[src/design/pwdt_map.svh]
`ifndef PWDT_MAP_SVH
`define PWDT_MAP_SVH

`define PWDT_CFG_ADDR   8'h0a
`define PWDT_RESERVED_BITS_HI    7
`define PWDT_RESERVED_BITS_LO    6
`define PWDT_PER_HI     5
`define PWDT_PER_LO     4
`define PWDT_MODE_BIT   3
`define PWDT_FEED_BIT   2
`define PWDT_EN_BIT     1
`define PWDT_LOCK_BIT   0

`define PWDT_RESERVED_BITS_RST   2'b00
`define PWDT_PER_RST    2'b11
`define PWDT_MODE_RST   1'b0

// Shortest interval in seconds; code n gives this value shifted left by n
`define PWDT_BASE_S     8'h10
`define PWDT_TICK_S     1
`define PWDT_CLK_HZ     50000000

`endif

[src/design/pwdt_pkg.sv]
package pwdt_pkg;

  typedef enum logic [1:0] {
    PWDT_RUN,
    PWDT_DOWN,
    PWDT_OFF
  } pwdt_state_t;

  typedef logic [1:0] pwdt_per_t;

endpackage : pwdt_pkg

[src/design/pwdt_tb_if.sv]
`timescale 1ns/10ps
interface pwdt_tb_if;
  logic tick;
  logic clear;

  modport tb  (output tick, input clear);
  modport ctl (input tick, output clear);
endinterface : pwdt_tb_if

[src/design/pwdt_timebase.sv]
`timescale 1ns/10ps
module pwdt_timebase #(
  parameter int TICK_DIV = 50000000
) (
  // Clock and reset
  input  wire logic clk,
  input  wire logic rst,
  // Tick towards the watchdog
  pwdt_tb_if.tb     tb
);
  import pwdt_pkg::*;

  localparam int W = (TICK_DIV > 1) ? $clog2(TICK_DIV) : 1;

  logic [W-1:0] div_reg;
  logic [W-1:0] div_next;
  logic         tick_reg;
  logic         tick_next;

  // Clearing on reload keeps each interval a whole number of ticks long
  always_comb begin
    div_next  = div_reg + W'(1);
    tick_next = 1'b0;
    if (tb.clear) begin
      div_next = '0;
    end else if (div_reg == W'(TICK_DIV - 1)) begin
      div_next  = '0;
      tick_next = 1'b1;
    end
  end

  always_ff @(posedge clk) begin
    if (rst) begin
      div_reg  <= '0;
      tick_reg <= 1'b0;
    end else begin
      div_reg  <= div_next;
      tick_reg <= tick_next;
    end
  end

  assign tb.tick = tick_reg;

endmodule : pwdt_timebase

[src/design/pwdt_top.sv]
`timescale 1ns/10ps
`include "pwdt_map.svh"
module pwdt_top #(
  parameter int TICK_DIV = `PWDT_TICK_S * `PWDT_CLK_HZ
) (
  // Clock and reset
  input  wire logic                clk,
  input  wire logic                rst,
  // Register port
  input  wire logic [7:0]          reg_addr,
  input  wire logic                reg_wr,
  input  wire logic [7:0]          reg_wdata,
  input  wire logic                reg_rd,
  output logic [7:0]               reg_rdata,
  // Factory options and system events
  input  wire logic                otp_lock,
  input  wire logic                otp_enable,
  input  wire logic                system_config_reset,
  input  wire logic                wake_up,
  // Status and power control
  output logic                     expired_flag,
  output logic                     power_off_pulse,
  output logic                     power_reset_pulse,
  output logic                     ldo_enable,
  output pwdt_pkg::pwdt_state_t    power_state
);
  import pwdt_pkg::*;

  pwdt_tb_if tbus ();

  pwdt_timebase #(.TICK_DIV(TICK_DIV)) u_timebase (
    .clk (clk),
    .rst (rst),
    .tb  (tbus.tb)
  );

  function automatic logic [7:0] interval(input pwdt_per_t sel);
    interval = `PWDT_BASE_S << sel;
  endfunction : interval

  logic [1:0]  reserved_bits_reg,  reserved_bits_next;
  pwdt_per_t   per_reg,   per_next;
  logic        mode_reg,  mode_next;
  logic        feed_reg,  feed_next;
  logic        en_reg,    en_next;
  logic        lock_reg,  lock_next;
  logic [7:0]  cnt_reg,   cnt_next;
  logic        exp_reg,   exp_next;
  logic        off_reg,   off_next;
  logic        prst_reg,  prst_next;
  logic        ldo_reg,   ldo_next;
  logic [7:0]  rdata_reg, rdata_next;
  pwdt_state_t state_reg, state_next;

  logic        wr_hit;
  logic        per_chg;
  logic        cfg_rst;
  logic        reload;
  logic        expiry;

  assign wr_hit  = reg_wr && (reg_addr == `PWDT_CFG_ADDR);
  assign per_chg = wr_hit && (reg_wdata[`PWDT_PER_HI:`PWDT_PER_LO] != per_reg);
  // Configuration returns to defaults on the external event or while going down
  assign cfg_rst = system_config_reset || (state_reg == PWDT_DOWN);
  assign reload  = feed_reg || per_chg || !en_reg || (state_reg != PWDT_RUN);
  assign expiry  = en_reg && (state_reg == PWDT_RUN) && !reload && tbus.tick
                   && (cnt_reg == 8'h01);
  assign tbus.clear = reload;

  // Configuration register
  always_comb begin
    reserved_bits_next = reserved_bits_reg;
    per_next  = per_reg;
    mode_next = mode_reg;
    feed_next = 1'b0;
    en_next   = en_reg;
    lock_next = lock_reg;
    if (cfg_rst) begin
      reserved_bits_next = `PWDT_RESERVED_BITS_RST;
      per_next  = `PWDT_PER_RST;
      mode_next = `PWDT_MODE_RST;
      en_next   = otp_enable;
      lock_next = otp_lock;
    end else if (wr_hit) begin
      reserved_bits_next = reg_wdata[`PWDT_RESERVED_BITS_HI:`PWDT_RESERVED_BITS_LO];
      per_next  = reg_wdata[`PWDT_PER_HI:`PWDT_PER_LO];
      mode_next = reg_wdata[`PWDT_MODE_BIT];
      feed_next = reg_wdata[`PWDT_FEED_BIT];
      en_next   = reg_wdata[`PWDT_EN_BIT] || (lock_reg && en_reg);
    end
  end

  always_ff @(posedge clk) begin
    if (rst) begin
      reserved_bits_reg <= `PWDT_RESERVED_BITS_RST;
      per_reg  <= `PWDT_PER_RST;
      mode_reg <= `PWDT_MODE_RST;
      feed_reg <= 1'b0;
      en_reg   <= otp_enable;
      lock_reg <= otp_lock;
    end else begin
      reserved_bits_reg <= reserved_bits_next;
      per_reg  <= per_next;
      mode_reg <= mode_next;
      feed_reg <= feed_next;
      en_reg   <= en_next;
      lock_reg <= lock_next;
    end
  end

  // Counter, expiry flag and power sequencing
  always_comb begin
    cnt_next   = cnt_reg;
    exp_next   = exp_reg;
    off_next   = 1'b0;
    prst_next  = 1'b0;
    ldo_next   = ldo_reg;
    state_next = state_reg;
    if (reload) begin
      cnt_next = interval(per_next);
    end else if (tbus.tick) begin
      cnt_next = cnt_reg - 8'h01;
    end
    if (feed_reg) begin
      exp_next = 1'b0;
    end
    if (!en_reg) begin
      exp_next = 1'b0;
    end
    case (state_reg)
      PWDT_RUN: begin
        if (expiry) begin
          exp_next   = 1'b1;
          off_next   = !mode_reg;
          prst_next  = mode_reg;
          ldo_next   = 1'b0;
          state_next = PWDT_DOWN;
        end
      end
      PWDT_DOWN: begin
        if (mode_reg) begin
          ldo_next   = 1'b1;
          state_next = PWDT_RUN;
        end else begin
          state_next = PWDT_OFF;
        end
      end
      PWDT_OFF: begin
        if (wake_up) begin
          ldo_next   = 1'b1;
          state_next = PWDT_RUN;
        end
      end
      default: begin
        state_next = PWDT_OFF;
      end
    endcase
  end

  always_ff @(posedge clk) begin
    if (rst) begin
      cnt_reg   <= interval(`PWDT_PER_RST);
      exp_reg   <= 1'b0;
      off_reg   <= 1'b0;
      prst_reg  <= 1'b0;
      ldo_reg   <= 1'b1;
      state_reg <= PWDT_RUN;
    end else begin
      cnt_reg   <= cnt_next;
      exp_reg   <= exp_next;
      off_reg   <= off_next;
      prst_reg  <= prst_next;
      ldo_reg   <= ldo_next;
      state_reg <= state_next;
    end
  end

  // Read path; unmapped addresses read as zero
  always_comb begin
    rdata_next = rdata_reg;
    if (reg_rd) begin
      rdata_next = 8'h00;
      if (reg_addr == `PWDT_CFG_ADDR) begin
        rdata_next = {reserved_bits_reg, per_reg, mode_reg, feed_reg, en_reg, lock_reg};
      end
    end
  end

  always_ff @(posedge clk) begin
    if (rst) begin
      rdata_reg <= 8'h00;
    end else begin
      rdata_reg <= rdata_next;
    end
  end

  assign reg_rdata         = rdata_reg;
  assign expired_flag      = exp_reg;
  assign power_off_pulse   = off_reg;
  assign power_reset_pulse = prst_reg;
  assign ldo_enable        = ldo_reg;
  assign power_state       = state_reg;
endmodule : pwdt_top

[config.mk]
export PLATFORM = sky130hd
export DESIGN_NAME = pwdt_top
export DESIGN_NICKNAME = d
export VERILOG_FILES = /design/src/design/pwdt_pkg.sv /design/src/design/pwdt_tb_if.sv /design/src/design/pwdt_timebase.sv /design/src/design/pwdt_top.sv
export VERILOG_INCLUDE_DIRS = /design/src /design/src/design
export SDC_FILE = /design/constraint.sdc
export NUM_CORES = 1
export LEC_CHECK = 0
export BUFFER_PORTS_ARGS = -buffer_cell sky130_fd_sc_hd__buf_2
export CORE_UTILIZATION = 55
export CTS_CLUSTER_DIAMETER = 150
export DETAILED_ROUTE_END_ITERATION = 7
export GPL_TIMING_DRIVEN = 0
export HOLD_SLACK_MARGIN = 0.02
export PLACE_DENSITY = 0.88
export REMOVE_ABC_BUFFERS = 1
export SYNTH_ARGS = -nofsm -noshare
export SYNTH_HDL_FRONTEND = slang
export SYNTH_HIERARCHICAL = 1
export SYNTH_SLANG_ARGS = --single-unit
[constraint.sdc]
create_clock -name clk -period 3.3 [get_ports clk]
set_clock_uncertainty 0.15 [all_clocks]
set_input_delay 0.66 -clock clk [delete_from_list [all_inputs] [get_ports clk]]
set_output_delay 0.66 -clock clk [all_outputs]
set_load 0.005 [all_outputs]
### Word level (Yosys, flattened, before mapping)

Cells that the tools add are included.

* register bits: 57
* output and inout bits: 14
* logic and storage cells: 81

* add/sub/neg operators: 2
* eq/ne operators: 9
* shift operators: 1
* multiplexer cells: 23
* bitwise operators: 3
* reduce and logical (&&, ||, !) cells: 28

Operators with widths (count)
* 26-bit by 1-bit adder with 26-bit output, second input constant: 1
* 26-bit == test, second input constant: 1
* 8-bit 2-to-1 mux: 3
* 1-bit 2-to-1 mux: 13
* 2-bit 2-to-1 mux: 5
* 3-bit OR reduction: 3
* 8-bit by 1-bit == test with 1-bit output, second input constant: 1
* 8-bit by 4-bit == test with 1-bit output, second input constant: 1
* 5-bit by 2-bit << shifter with 8-bit output, first input constant: 1
* 8-bit by 1-bit subtractor with 8-bit output, second input constant: 1
* 1-bit logical AND: 7
* 2-bit != test, second input constant: 3
* 2-bit one-hot mux with 3 select lines: 1
* 2-bit nonzero test: 3
* 3-bit nonzero test: 2
* 1-bit logical OR: 5
* 4-bit AND reduction: 1
* 2-bit OR reduction: 2
* 1-bit logical NOT: 3
* 1-bit NOT: 3
* 1-bit one-hot mux with 3 select lines: 1
* 2-bit by 1-bit == test with 1-bit output, second input constant: 1
* 2-bit == test, second input constant: 1
* 2-bit logical NOT: 1
* other kinds (2): 2

### Longest topological paths before layout

Gate-level depths: netlist of run 1.

* word-level depth: 12
* depth in mapped cells: 8

### Cells and area by module

Netlist of run 1, hierarchy kept.

Modules (own cells, without submodules)
* pwdt_top: instances 1, cells an instance 157, area an instance 1462.7 µm², sequential area each 620.6 µm²
* pwdt_timebase: instances 1, cells an instance 154, area an instance 1301.2 µm², sequential area each 540.5 µm²

### Least setup slack after synthesis of run 1

No wires, ideal clock.

* path type: input to register
* from: in reg_wdata[5]
* to: reg u_timebase.div_reg[22]
* library setup time: 0.087 ns
* data arrival time: 2.275 ns
* data required time: 3.063 ns
* slack: 0.788 ns
* stages: 7
* path through: xor2_1 o2111ai_2 nand3_1 buf_2 or2_2 or4_1 o31ai_1

* longest elaborated chain between the ends: 6

RTL lines
* from (decl): RTL line pwdt_top.sv:12 `input wire logic [7:0] reg_wdata,`
* 2-bit != test: RTL line pwdt_top.sv:62 `` assign per_chg = wr_hit && (reg_wdata[`PWDT_PER_HI:`PWDT_PER_LO] != per_reg); ``
* 1-bit logical AND: RTL line pwdt_top.sv:62
* 1-bit logical OR (3 in a row): RTL line pwdt_top.sv:65 `assign reload = feed_reg || per_chg || !en_reg || (state_reg != PWDT_RUN);`
* named net reload: RTL line pwdt_top.sv:58 `logic reload;`
* 3-bit OR reduction (no line)
* to (signal assigned): RTL line pwdt_timebase.sv:37 `div_reg <= div_next;`
* to (decl): RTL line pwdt_timebase.sv:15 `logic [W-1:0] div_reg;`

The timed path passes the listed nets, and every way through them passes these cells.
A chain may end at the register's enable or synchronous reset.

### Final worst setup path of run 1

* from: in reg_wdata[5]
* to: reg u_timebase.div_reg[22]

* longest elaborated chain between the ends: 6

RTL lines (RTL line)
* 2-bit != test: pwdt_top.sv:62
* 1-bit logical AND: pwdt_top.sv:62
* 1-bit logical OR (3 in a row): pwdt_top.sv:65
* 3-bit OR reduction (no line)

No other way between the ends.

==> flow_metrics.py, run 1 <==
metrics = {
    "status": {
        "status": "complete, no violations",
    },
    "pwr": {
        "ir_worst_vdd_mv": 0.449,
        "leakagePower_nw": 1.18,
        "powerDensity_mw_per_mm2": 429,
    },
    "global_route": {
        "grt_overflow": 0,
        "track_usage_pct": 25.0,
        "grt_pass1_wl_mm": 10.0,
        "antenna_found_initial": 0,
        "grt_start_max_net_pins": 27,
        "grt_pass1_vias": 2274,
    },
    "sta": {
        "max_freq_ghz": 0.364,
        "final-hold-violation-count": 0,
        "worstMarginPinSlew_ps": 929,
        "rsz0062_at_grt": "no",
        "fin_hold_ws_ps": 294,
        "setup_violations": 0,
        "layout_min_cycle_time_ps": 2750,
        "maxSlewHeadroom_pct": 38.0,
        "maxSlewViolCount": 0,
        "fin_crit_sh_pct": 83.3,
        "setup_tns_ps": 0,
    },
    "setup_path": {
        "slowest_delay_ps": 530,
        "worst_setup_path_start_kind": "primary input",
        "crit_chain": "buf_2 -> xor2_1 -> o2111ai_2 -> nand3_1 -> or2_2 -> or4_1 -> o31ai_1",
        "worstPathMaxFanout": 17,
        "path_class": "in2reg",
        "critPathSlowestCell": "or2_2",
        "worstSetupEndpointType": "register",
        "required_ps": 3400,
        "critPathTopFamily": "simple AND/OR/NAND/NOR gates",
        "arrival_ps": 2850,
        "crit_buf_inv": 1,
    },
    "logic_synthesis": {
        "syn_area_mm2": 0.00276,
        "synth_top_area_share_pct": 39.8,
        "synthCells": 311,
        "ys_ff_latch": 57,
        "synth_top_area_cell": "dfxtp_1",
        "post-synth-top-count-cell": "dfxtp_1",
        "ys_top_cells_by_count": "dfxtp_1 (55), nor2_1 (42), a21oi_1 (21)",
        "yosysSeqAreaShare_pct": 42.0,
        "ys.flop_type": "dfxtp_1",
        "postSynth.asyncResetShare_pct": 0,
        "ys_types": 51,
        "synth_edf_count": 2,
        "syn_area_per_cell_um2": 8.89,
        "synthTopCellsByArea": "dfxtp_1 (40%), nor2_1 (5.7%), xor2_1 (4.1%), a21oi_1 (3.8%), ha_1 (3.6%)",
        "yosysWarnings": 6,
    },
    "final_layout": {
        "final_nets": 378,
        "antenna_cells": 0,
        "syn2layout_area_growth_pct": 14.4,
        "largest_register_ffs": 26,
        "final_area_mm2": 0.00316,
        "final_cells": 418,
        "final_layout_size_suffix_gt1_share_pct": 17.4,
    },
    "floorplanning": {
        "rows": 25,
        "die_area_mm2": 0.00531,
        "die_x_um": 72.9,
        "pin_count": 38,
        "initial_core_util_pct": 57.8,
        "core-area_mm2": 0.00479,
        "die_h_um": 72.9,
    },
    "place": {
        "place_area_mm2": 0.00298,
        "hpwlAfterDp_mm": 4.11,
        "gp_congestion": 0.954,
        "post-place-cells": 402,
        "port-buffer-count": 36,
    },
    "clock_network": {
        "post-cts-setup-buffers": 0,
        "holdBufCountCts": 0,
        "clk_pin_slew_ps": 60,
        "clock_sinks": 57,
        "ctsHtreeMaxLevel": 3,
        "cts_buffer_depth": 2,
        "cts_made_buffers": 9,
        "worstSkewPairLatency_ps": 340,
        "cts_tree": "built",
        "postCtsResizedCells": 0,
        "cts-root-buf": "clkbuf_8",
    },
    "routing": {
        "drc": 0,
        "dr.pass1.iters": 4,
        "avgRoutedWirePerCell_um": 13.9,
        "vias": 2361,
        "viasPerCell": 5.65,
        "ant_nets": 0,
        "finalWirelength_mm": 5.83,
        "drt-initial-drc-count": 169,
    },
    "min_path": {
        "hold_class": "reg2reg",
    },
    "run": {
        "cap_violations": 0,
    },
}
==> worst paths after layout <==
kind | cells past startpoint | endpoint | slack [ps] | start
worst max register to register | 6 | u_timebase/div_reg[22]$_SDFF_PP0_ | 620 | per_reg[1]$_SDFF_PP1_
worst max-delay path | 7 | u_timebase/div_reg[22]$_SDFF_PP0_ | 550 | reg_wdata[5]
worst min register to register | 1 | u_timebase/div_reg[0]$_SDFF_PP0_ | 290 | u_timebase/div_reg[0]$_SDFF_PP0_
worst min-delay path | 1 | u_timebase/div_reg[0]$_SDFF_PP0_ | 290 | u_timebase/div_reg[0]$_SDFF_PP0_
==> report_power, final <==
group	internal (mW)	switching, mW	total (mW)
clock	0.340	0.257	0.597
sequential	0.698	0.00457	0.703
combinational	0.0211	0.0363	0.0574
==> placed cells by master, fill, tap and decap left out, types with 12 or more instances in the layout <==
cell type  Yosys  routed
xor2_1        13      13
dfxtp_1       55      55
nand2_1       17      17
nor2b_1       12      12
nor3_1        12      12
nand3_1       15      15
buf_2          2      36
nor2_1        42      42
a21oi_1       21      21
==> cell families (layout without fill, tap and decap cells) <==
group	Yosys count	in the layout	share of synthesized area, %
and+or+nand+nor	151	151	31.2
DFF	57	57	42.0
AOI/OAI and AO/OA	46	46	10.7
xor gates and xnor gates	21	21	6.65
buffers and inverters	20	60	2.85
adders and majority gates	8	8	3.62
muxes	8	8	2.94
==> cell type report <==
type | count | area (um^2)
Timing Repair Buffer | 36 | 180
Inverter | 8 | 30.0
Fill cell | 401 | 1630
Sequential cell | 57 | 1160
Clock inverter | 5 | 46.3
Clock buffer | 11 | 131
Tap cell | 67 | 83.8
Multi-Input combinational cell | 234 | 1530
==> metrics by stage <==
step / utilization, % / total power, mW / setup WS (ps)
floorplan: - / 0.745 / 688
global placement: 62.2 / 0.773 / 23.6
detailed placement: 62.3 / 0.776 / 184
CTS: 66.0 / 1.37 / 536
global route: 66.0 / 1.41 / 411
finish: 66.0 / 1.36 / 551
==> routing by layer <==
metal	vias up	wire, um	share of wire, %	track usage (%)
li1	1196	-	-	-
met1	1097	2490	43	27.9
met2	53	2990	51	42.9
met3	15	225	3.9	8.29
met4	0	123	2.1	12.0
met5	-	0	0	0
Note: power is estimated with default switching activity, not from simulation.
==> run 2: changes to the inputs <==
==> constraint.sdc (replaced) <==
create_clock -name clk -period 2.8 [get_ports clk]
set_clock_uncertainty 0.15 [all_clocks]
set_input_delay 0.56 -clock clk [delete_from_list [all_inputs] [get_ports clk]]
set_output_delay 0.56 -clock clk [all_outputs]
set_load 0.005 [all_outputs]
==> run 2 against run 1 <==
Sequential share of layout area decreased by 0.058 points. Non-clock buffer count unchanged. Largest power group unchanged. Count of clock-buffer cells in the layout unchanged. Critical endpoint unchanged. Wire length increased by 0.12%. First-iteration DRC count decreased by 28%.
==> flow_metrics.py, run 2 (same netlist as run 1, synthesis figures left out) <==
metrics = {
    "final_layout": {
        "final_common_cell": "dfxtp_1",
        "final_nets": 378,
        "final_cells": 418,
        "nFillCells": 400,
        "mostFrequentLayoutCells": "dfxtp_1 (55), nor2_1 (42), buf_2 (36)",
        "final_layout_size_suffix_gt1_share_pct": 17.7,
        "final_area_mm2": 0.00317,
        "syn2layout_area_growth_pct": 14.5,
        "largest_register_ffs": 26,
        "antenna_cells": 0,
    },
    "global_route": {
        "grt_start_max_net_pins": 27,
        "grt_pass1_vias": 2274,
        "track_usage_pct": 25.0,
        "grt_pass1_wl_mm": 10.0,
        "antenna_found_initial": 0,
        "grt_overflow": 0,
    },
    "place": {
        "port-buffer-count": 36,
        "gp_congestion": 0.954,
        "post-place-cells": 402,
        "post-place-ws_ps": -216,
        "place_area_mm2": 0.00298,
        "hpwlAfterDp_mm": 4.11,
    },
    "sta": {
        "fin_crit_sh_pct": 87.1,
        "max_freq_ghz": 0.410,
        "setup_tns_ps": 0,
        "worst_slack_ps": 360,
        "maxSlewViolCount": 0,
        "rsz0062_at_grt": "no",
        "maxSlewHeadroom_pct": 38.2,
        "setup_violations": 0,
        "worstMarginPinSlew_ps": 926,
        "final-hold-violation-count": 0,
        "layout_min_cycle_time_ps": 2440,
    },
    "setup_path": {
        "worstPathMaxFanout": 17,
        "critPathSlowestCell": "or4_1",
        "worstSetupEndpointType": "register",
        "crit_buf_inv": 0,
        "required_ps": 2900,
        "crit_chain": "xor2_1 -> o2111ai_2 -> nand3_2 -> or2_2 -> or4_1 -> o31ai_1",
        "path_class": "reg2reg",
        "arrival_ps": 2540,
        "slowest_delay_ps": 520,
        "critPathTopFamily": "simple AND/OR/NAND/NOR gates",
        "worst_setup_path_start_kind": "register",
    },
    "clock_network": {
        "cts_made_buffers": 9,
        "cts-root-buf": "clkbuf_8",
        "clock_sinks": 57,
        "clk_pin_slew_ps": 60,
        "cts_tree": "built",
        "cts_buffer_depth": 2,
        "post-cts-setup-buffers": 0,
        "worstSkewPairLatency_ps": 340,
        "ctsHtreeMaxLevel": 3,
    },
    "floorplanning": {
        "initial_core_util_pct": 57.8,
        "die_area_mm2": 0.00531,
        "die_h_um": 72.9,
        "pin_count": 38,
        "die_x_um": 72.9,
        "rows": 25,
        "core-area_mm2": 0.00479,
    },
    "pwr": {
        "power_frac_comb_pct": 4.3,
        "intPower_mw": 1.25,
        "ir_worst_vdd_mv": 0.528,
        "finalPower_mw": 1.60,
        "p_clk_share_pct": 43.9,
        "power_switching_mw": 0.351,
        "powerDensity_mw_per_mm2": 505,
        "p_seq_share_pct": 51.8,
        "leakagePower_nw": 1.18,
        "switching_share_pct": 21.9,
    },
    "routing": {
        "drt-initial-drc-count": 121,
        "drc": 0,
        "ant_nets": 0,
        "finalWirelength_mm": 5.83,
        "dr.pass1.iters": 4,
        "vias": 2369,
        "avgRoutedWirePerCell_um": 14.0,
        "viasPerCell": 5.67,
    },
    "run": {
        "cap_violations": 0,
    },
    "status": {
        "status": "complete, no violations",
    },
    "min_path": {
        "hold_class": "in2reg",
    },
}
## run 2: cell counts in the layout (fill, tap and decap cells not counted)
No cell type changed its count.
## run 2: path summary, 6_finish.rpt
kind / startpoint / to / slack (ps) / cells past startpoint
setup reg to reg: per_reg[1]$_SDFF_PP1_ / u_timebase/div_reg[22]$_SDFF_PP0_ / 360 / 6
hold reg to reg: u_timebase/div_reg[0]$_SDFF_PP0_ / u_timebase/div_reg[0]$_SDFF_PP0_ / 290 / 1
setup / recovery: per_reg[1]$_SDFF_PP1_ / u_timebase/div_reg[22]$_SDFF_PP0_ / 360 / 6
hold / removal: otp_lock / lock_reg$_DFFE_PP_ / 250 / 1
## run 2: area by class of cell
type	count	area, um^2	area share, %
flip-flops and latches	57	1160	36.7
well taps	67	83.8	2.65
clock inverters	5	46.3	1.46
multi-input cells	234	1530	48.4
inverters	8	30.0	0.949
repair buffers	36	180	5.69
clock buffers	11	131	4.15
## run 2: metal layers
| layer | track usage, % | routed length [um] | up-vias |
|---|---|---|---|
| met2 | 42.9 | 2990 | 49 |
| li1 | - | - | 1194 |
| met3 | 8.29 | 202 | 16 |
| met4 | 12.0 | 121 | 0 |
| met5 | 0 | 0 | - |
| met1 | 27.9 | 2520 | 1110 |
## run 2: what timing repair did
| item | CTS | global route |
|---|---|---|
| setup endpoints to repair | 0 | 1 |
| resized for setup | 0 | 1 |
| hold buffers | 0 | 0 |
## run 2: per-stage QoR
stage / util (%) / hold slack, ps
finish: 66.1 / 246
global route: 66.1 / 228
CTS: 66.0 / 229
detailed placement: 62.3 / 288
global placement: 62.2 / 279
floorplan: - / 268
## run 2: power groups by stage
stage,combinational (mW),clock [mW],sequential (mW)
2_1_floorplan,0.0328,0,0.845
3_5_place_dp,0.0684,0,0.846
5_1_grt,0.0759,0.756,0.829
4_1_cts,0.0686,0.722,0.828
6_report,0.0681,0.703,0.829
3_3_place_gp,0.0654,0,0.846
==> run 3: changes to the inputs <==
--- a/config.mk
+++ b/config.mk
@@ -8,11 +8,10 @@
 export LEC_CHECK = 0
 export BUFFER_PORTS_ARGS = -buffer_cell sky130_fd_sc_hd__buf_2
 export CORE_UTILIZATION = 55
-export CTS_CLUSTER_DIAMETER = 150
 export DETAILED_ROUTE_END_ITERATION = 7
 export GPL_TIMING_DRIVEN = 0
 export HOLD_SLACK_MARGIN = 0.02
-export PLACE_DENSITY = 0.88
+export PLACE_DENSITY = 0.77
 export REMOVE_ABC_BUFFERS = 1
 export SYNTH_ARGS = -nofsm -noshare
 export SYNTH_HDL_FRONTEND = slang
==> run 3 against run 2 <==
Maximum frequency is 6.9% lower. Sequential power about the same. Design area increased by 1.1%. Via count hardly changed. Worst hold slack worse by 10 ps. Register-to-register slack got worse by 180 ps. Clock power increased by 21%. Sequential share of layout area shrank 0.42 points. Largest power group is now clock.
==> flow_metrics.py, run 3 (same netlist as run 1, synthesis figures left out) <==
metrics = {
    "floorplanning": {
        "pin_count": 38,
        "core-area_mm2": 0.00479,
        "die_area_mm2": 0.00531,
        "die_x_um": 72.9,
        "initial_core_util_pct": 57.8,
        "die_h_um": 72.9,
        "rows": 25,
    },
    "final_layout": {
        "final_util_pct": 66.9,
        "mostFrequentLayoutCells": "dfxtp_1 (55), nor2_1 (42), buf_2 (36)",
        "nFillCells": 400,
        "final_common_cell": "dfxtp_1",
        "final_layout_size_suffix_gt1_share_pct": 18.8,
        "final_area_mm2": 0.00320,
        "antenna_cells": 0,
        "final_nets": 378,
        "largest_register_ffs": 26,
        "syn2layout_area_growth_pct": 15.8,
    },
    "min_path": {
        "hold_class": "in2reg",
        "hold_depth": 1,
    },
    "pwr": {
        "p_seq_share_pct": 47.4,
        "power_switching_mw": 0.403,
        "leakagePower_nw": 1.20,
        "powerDensity_mw_per_mm2": 547,
        "p_clk_share_pct": 48.8,
        "switching_share_pct": 23.0,
        "power_frac_comb_pct": 3.9,
        "ir_worst_vdd_mv": 0.384,
        "finalPower_mw": 1.75,
        "intPower_mw": 1.35,
    },
    "clock_network": {
        "cts-root-buf": "clkbuf_8",
        "ctsHtreeMaxLevel": 3,
        "worstSkewPairLatency_ps": 350,
        "post-cts-setup-buffers": 0,
        "cts_made_buffers": 9,
        "clk_pin_slew_ps": 70,
        "cts_buffer_depth": 2,
        "holdBufCountCts": 0,
        "clock_sinks": 57,
        "postCtsResizedCells": 0,
        "cts_tree": "built",
    },
    "routing": {
        "drt-initial-drc-count": 140,
        "finalWirelength_mm": 5.65,
        "vias": 2368,
        "ant_nets": 0,
        "drc": 0,
        "viasPerCell": 5.67,
        "dr.pass1.iters": 4,
        "avgRoutedWirePerCell_um": 13.5,
    },
    "run": {
        "cap_violations": 0,
    },
    "setup_path": {
        "required_ps": 2910,
        "arrival_ps": 2730,
        "worst_setup_path_start_kind": "register",
        "worstPathMaxFanout": 17,
        "worstSetupEndpointType": "register",
        "worstRegToRegCells": 6,
        "path_class": "reg2reg",
        "r2r_setup_slack_ps": 180,
    },
    "global_route": {
        "use_met1_pct": 29.3,
        "busiest_layer": "met2",
        "grt_util_met2_pct": 37.6,
        "grt_start_max_net_pins": 27,
        "grt_overflow": 0,
        "grt_util_met3_pct": 4.56,
        "track_usage_pct": 23.2,
        "grt_pass1_wl_mm": 9.38,
        "grt_pass1_vias": 2115,
        "antenna_found_initial": 0,
    },
    "sta": {
        "setup_violations": 0,
        "maxSlewViolCount": 0,
        "max_freq_ghz": 0.382,
        "worstMarginPinSlew_ps": 925,
        "fin_crit_sh_pct": 93.6,
        "maxSlewHeadroom_pct": 38.3,
        "final-hold-violation-count": 0,
        "rsz0062_at_grt": "no",
        "layout_min_cycle_time_ps": 2620,
    },
    "status": {
        "status": "complete, no violations",
    },
    "place": {
        "hpwlAfterDp_mm": 3.88,
        "port-buffer-count": 36,
        "gp_congestion": 0.828,
        "place_area_mm2": 0.00298,
    },
}
run 3: metrics by stage:
| stage | std cells | hold WS (ps) | setup slack, ps | TNS (ps) |
|---|---|---|---|---|
| after floorplan | 299 | 268 | 288 | 0 |
| after global placement | 402 | 279 | -361 | -7850 |
| after detailed placement | 402 | 294 | -154 | -169 |
| after CTS | 418 | 238 | 170 | 0 |
| after global routing | 418 | 234 | 31.9 | 0 |
| final | 418 | 236 | 180 | 0 |
run 3: layer usage:
layer	routed length (um)	part of all wire, %
met3	256	4.5
met5	0	0
met2	2680	48
met4	85	1.5
met1	2620	46
run 3: critical path: stages, from the launching register on:
cell and delay, ps:
dfxtp_1 450, xor2_1 120, o2111ai_2 260, nand3_1 460, or2_2 500, or4_1 510
o31ai_1 70
run 3: worst paths after layout:
check / startpoint / end
setup / recovery: per_reg[1]$_SDFF_PP1_ / u_timebase/div_reg[22]$_SDFF_PP0_
setup reg to reg: per_reg[1]$_SDFF_PP1_ / u_timebase/div_reg[22]$_SDFF_PP0_
hold reg to reg: u_timebase/div_reg[0]$_SDFF_PP0_ / u_timebase/div_reg[0]$_SDFF_PP0_
hold / removal: otp_lock / lock_reg$_DFFE_PP_
run 3: area by class of cell:
class                      count  area (um^2)  area share, %
clock buffer                   9          124           3.87
clock inverter                 7         95.1           2.97
inverter                       8         30.0          0.938
multi-input combinational    234         1530           47.7
sequential                    57         1160           36.3
tap                           67         83.8           2.62
timing repair buffer          36          180           5.63
run 3: power by group through the flow:
| stage | logic (mW) | registers, mW | clock network (mW) |
|---|---|---|---|
| global placement | 0.0659 | 0.846 | 0 |
| detailed placement | 0.0676 | 0.847 | 0 |
| floorplan | 0.0328 | 0.845 | 0 |
| CTS | 0.0679 | 0.828 | 0.855 |
| finish | 0.0677 | 0.829 | 0.854 |
| global route | 0.0752 | 0.829 | 0.894 |
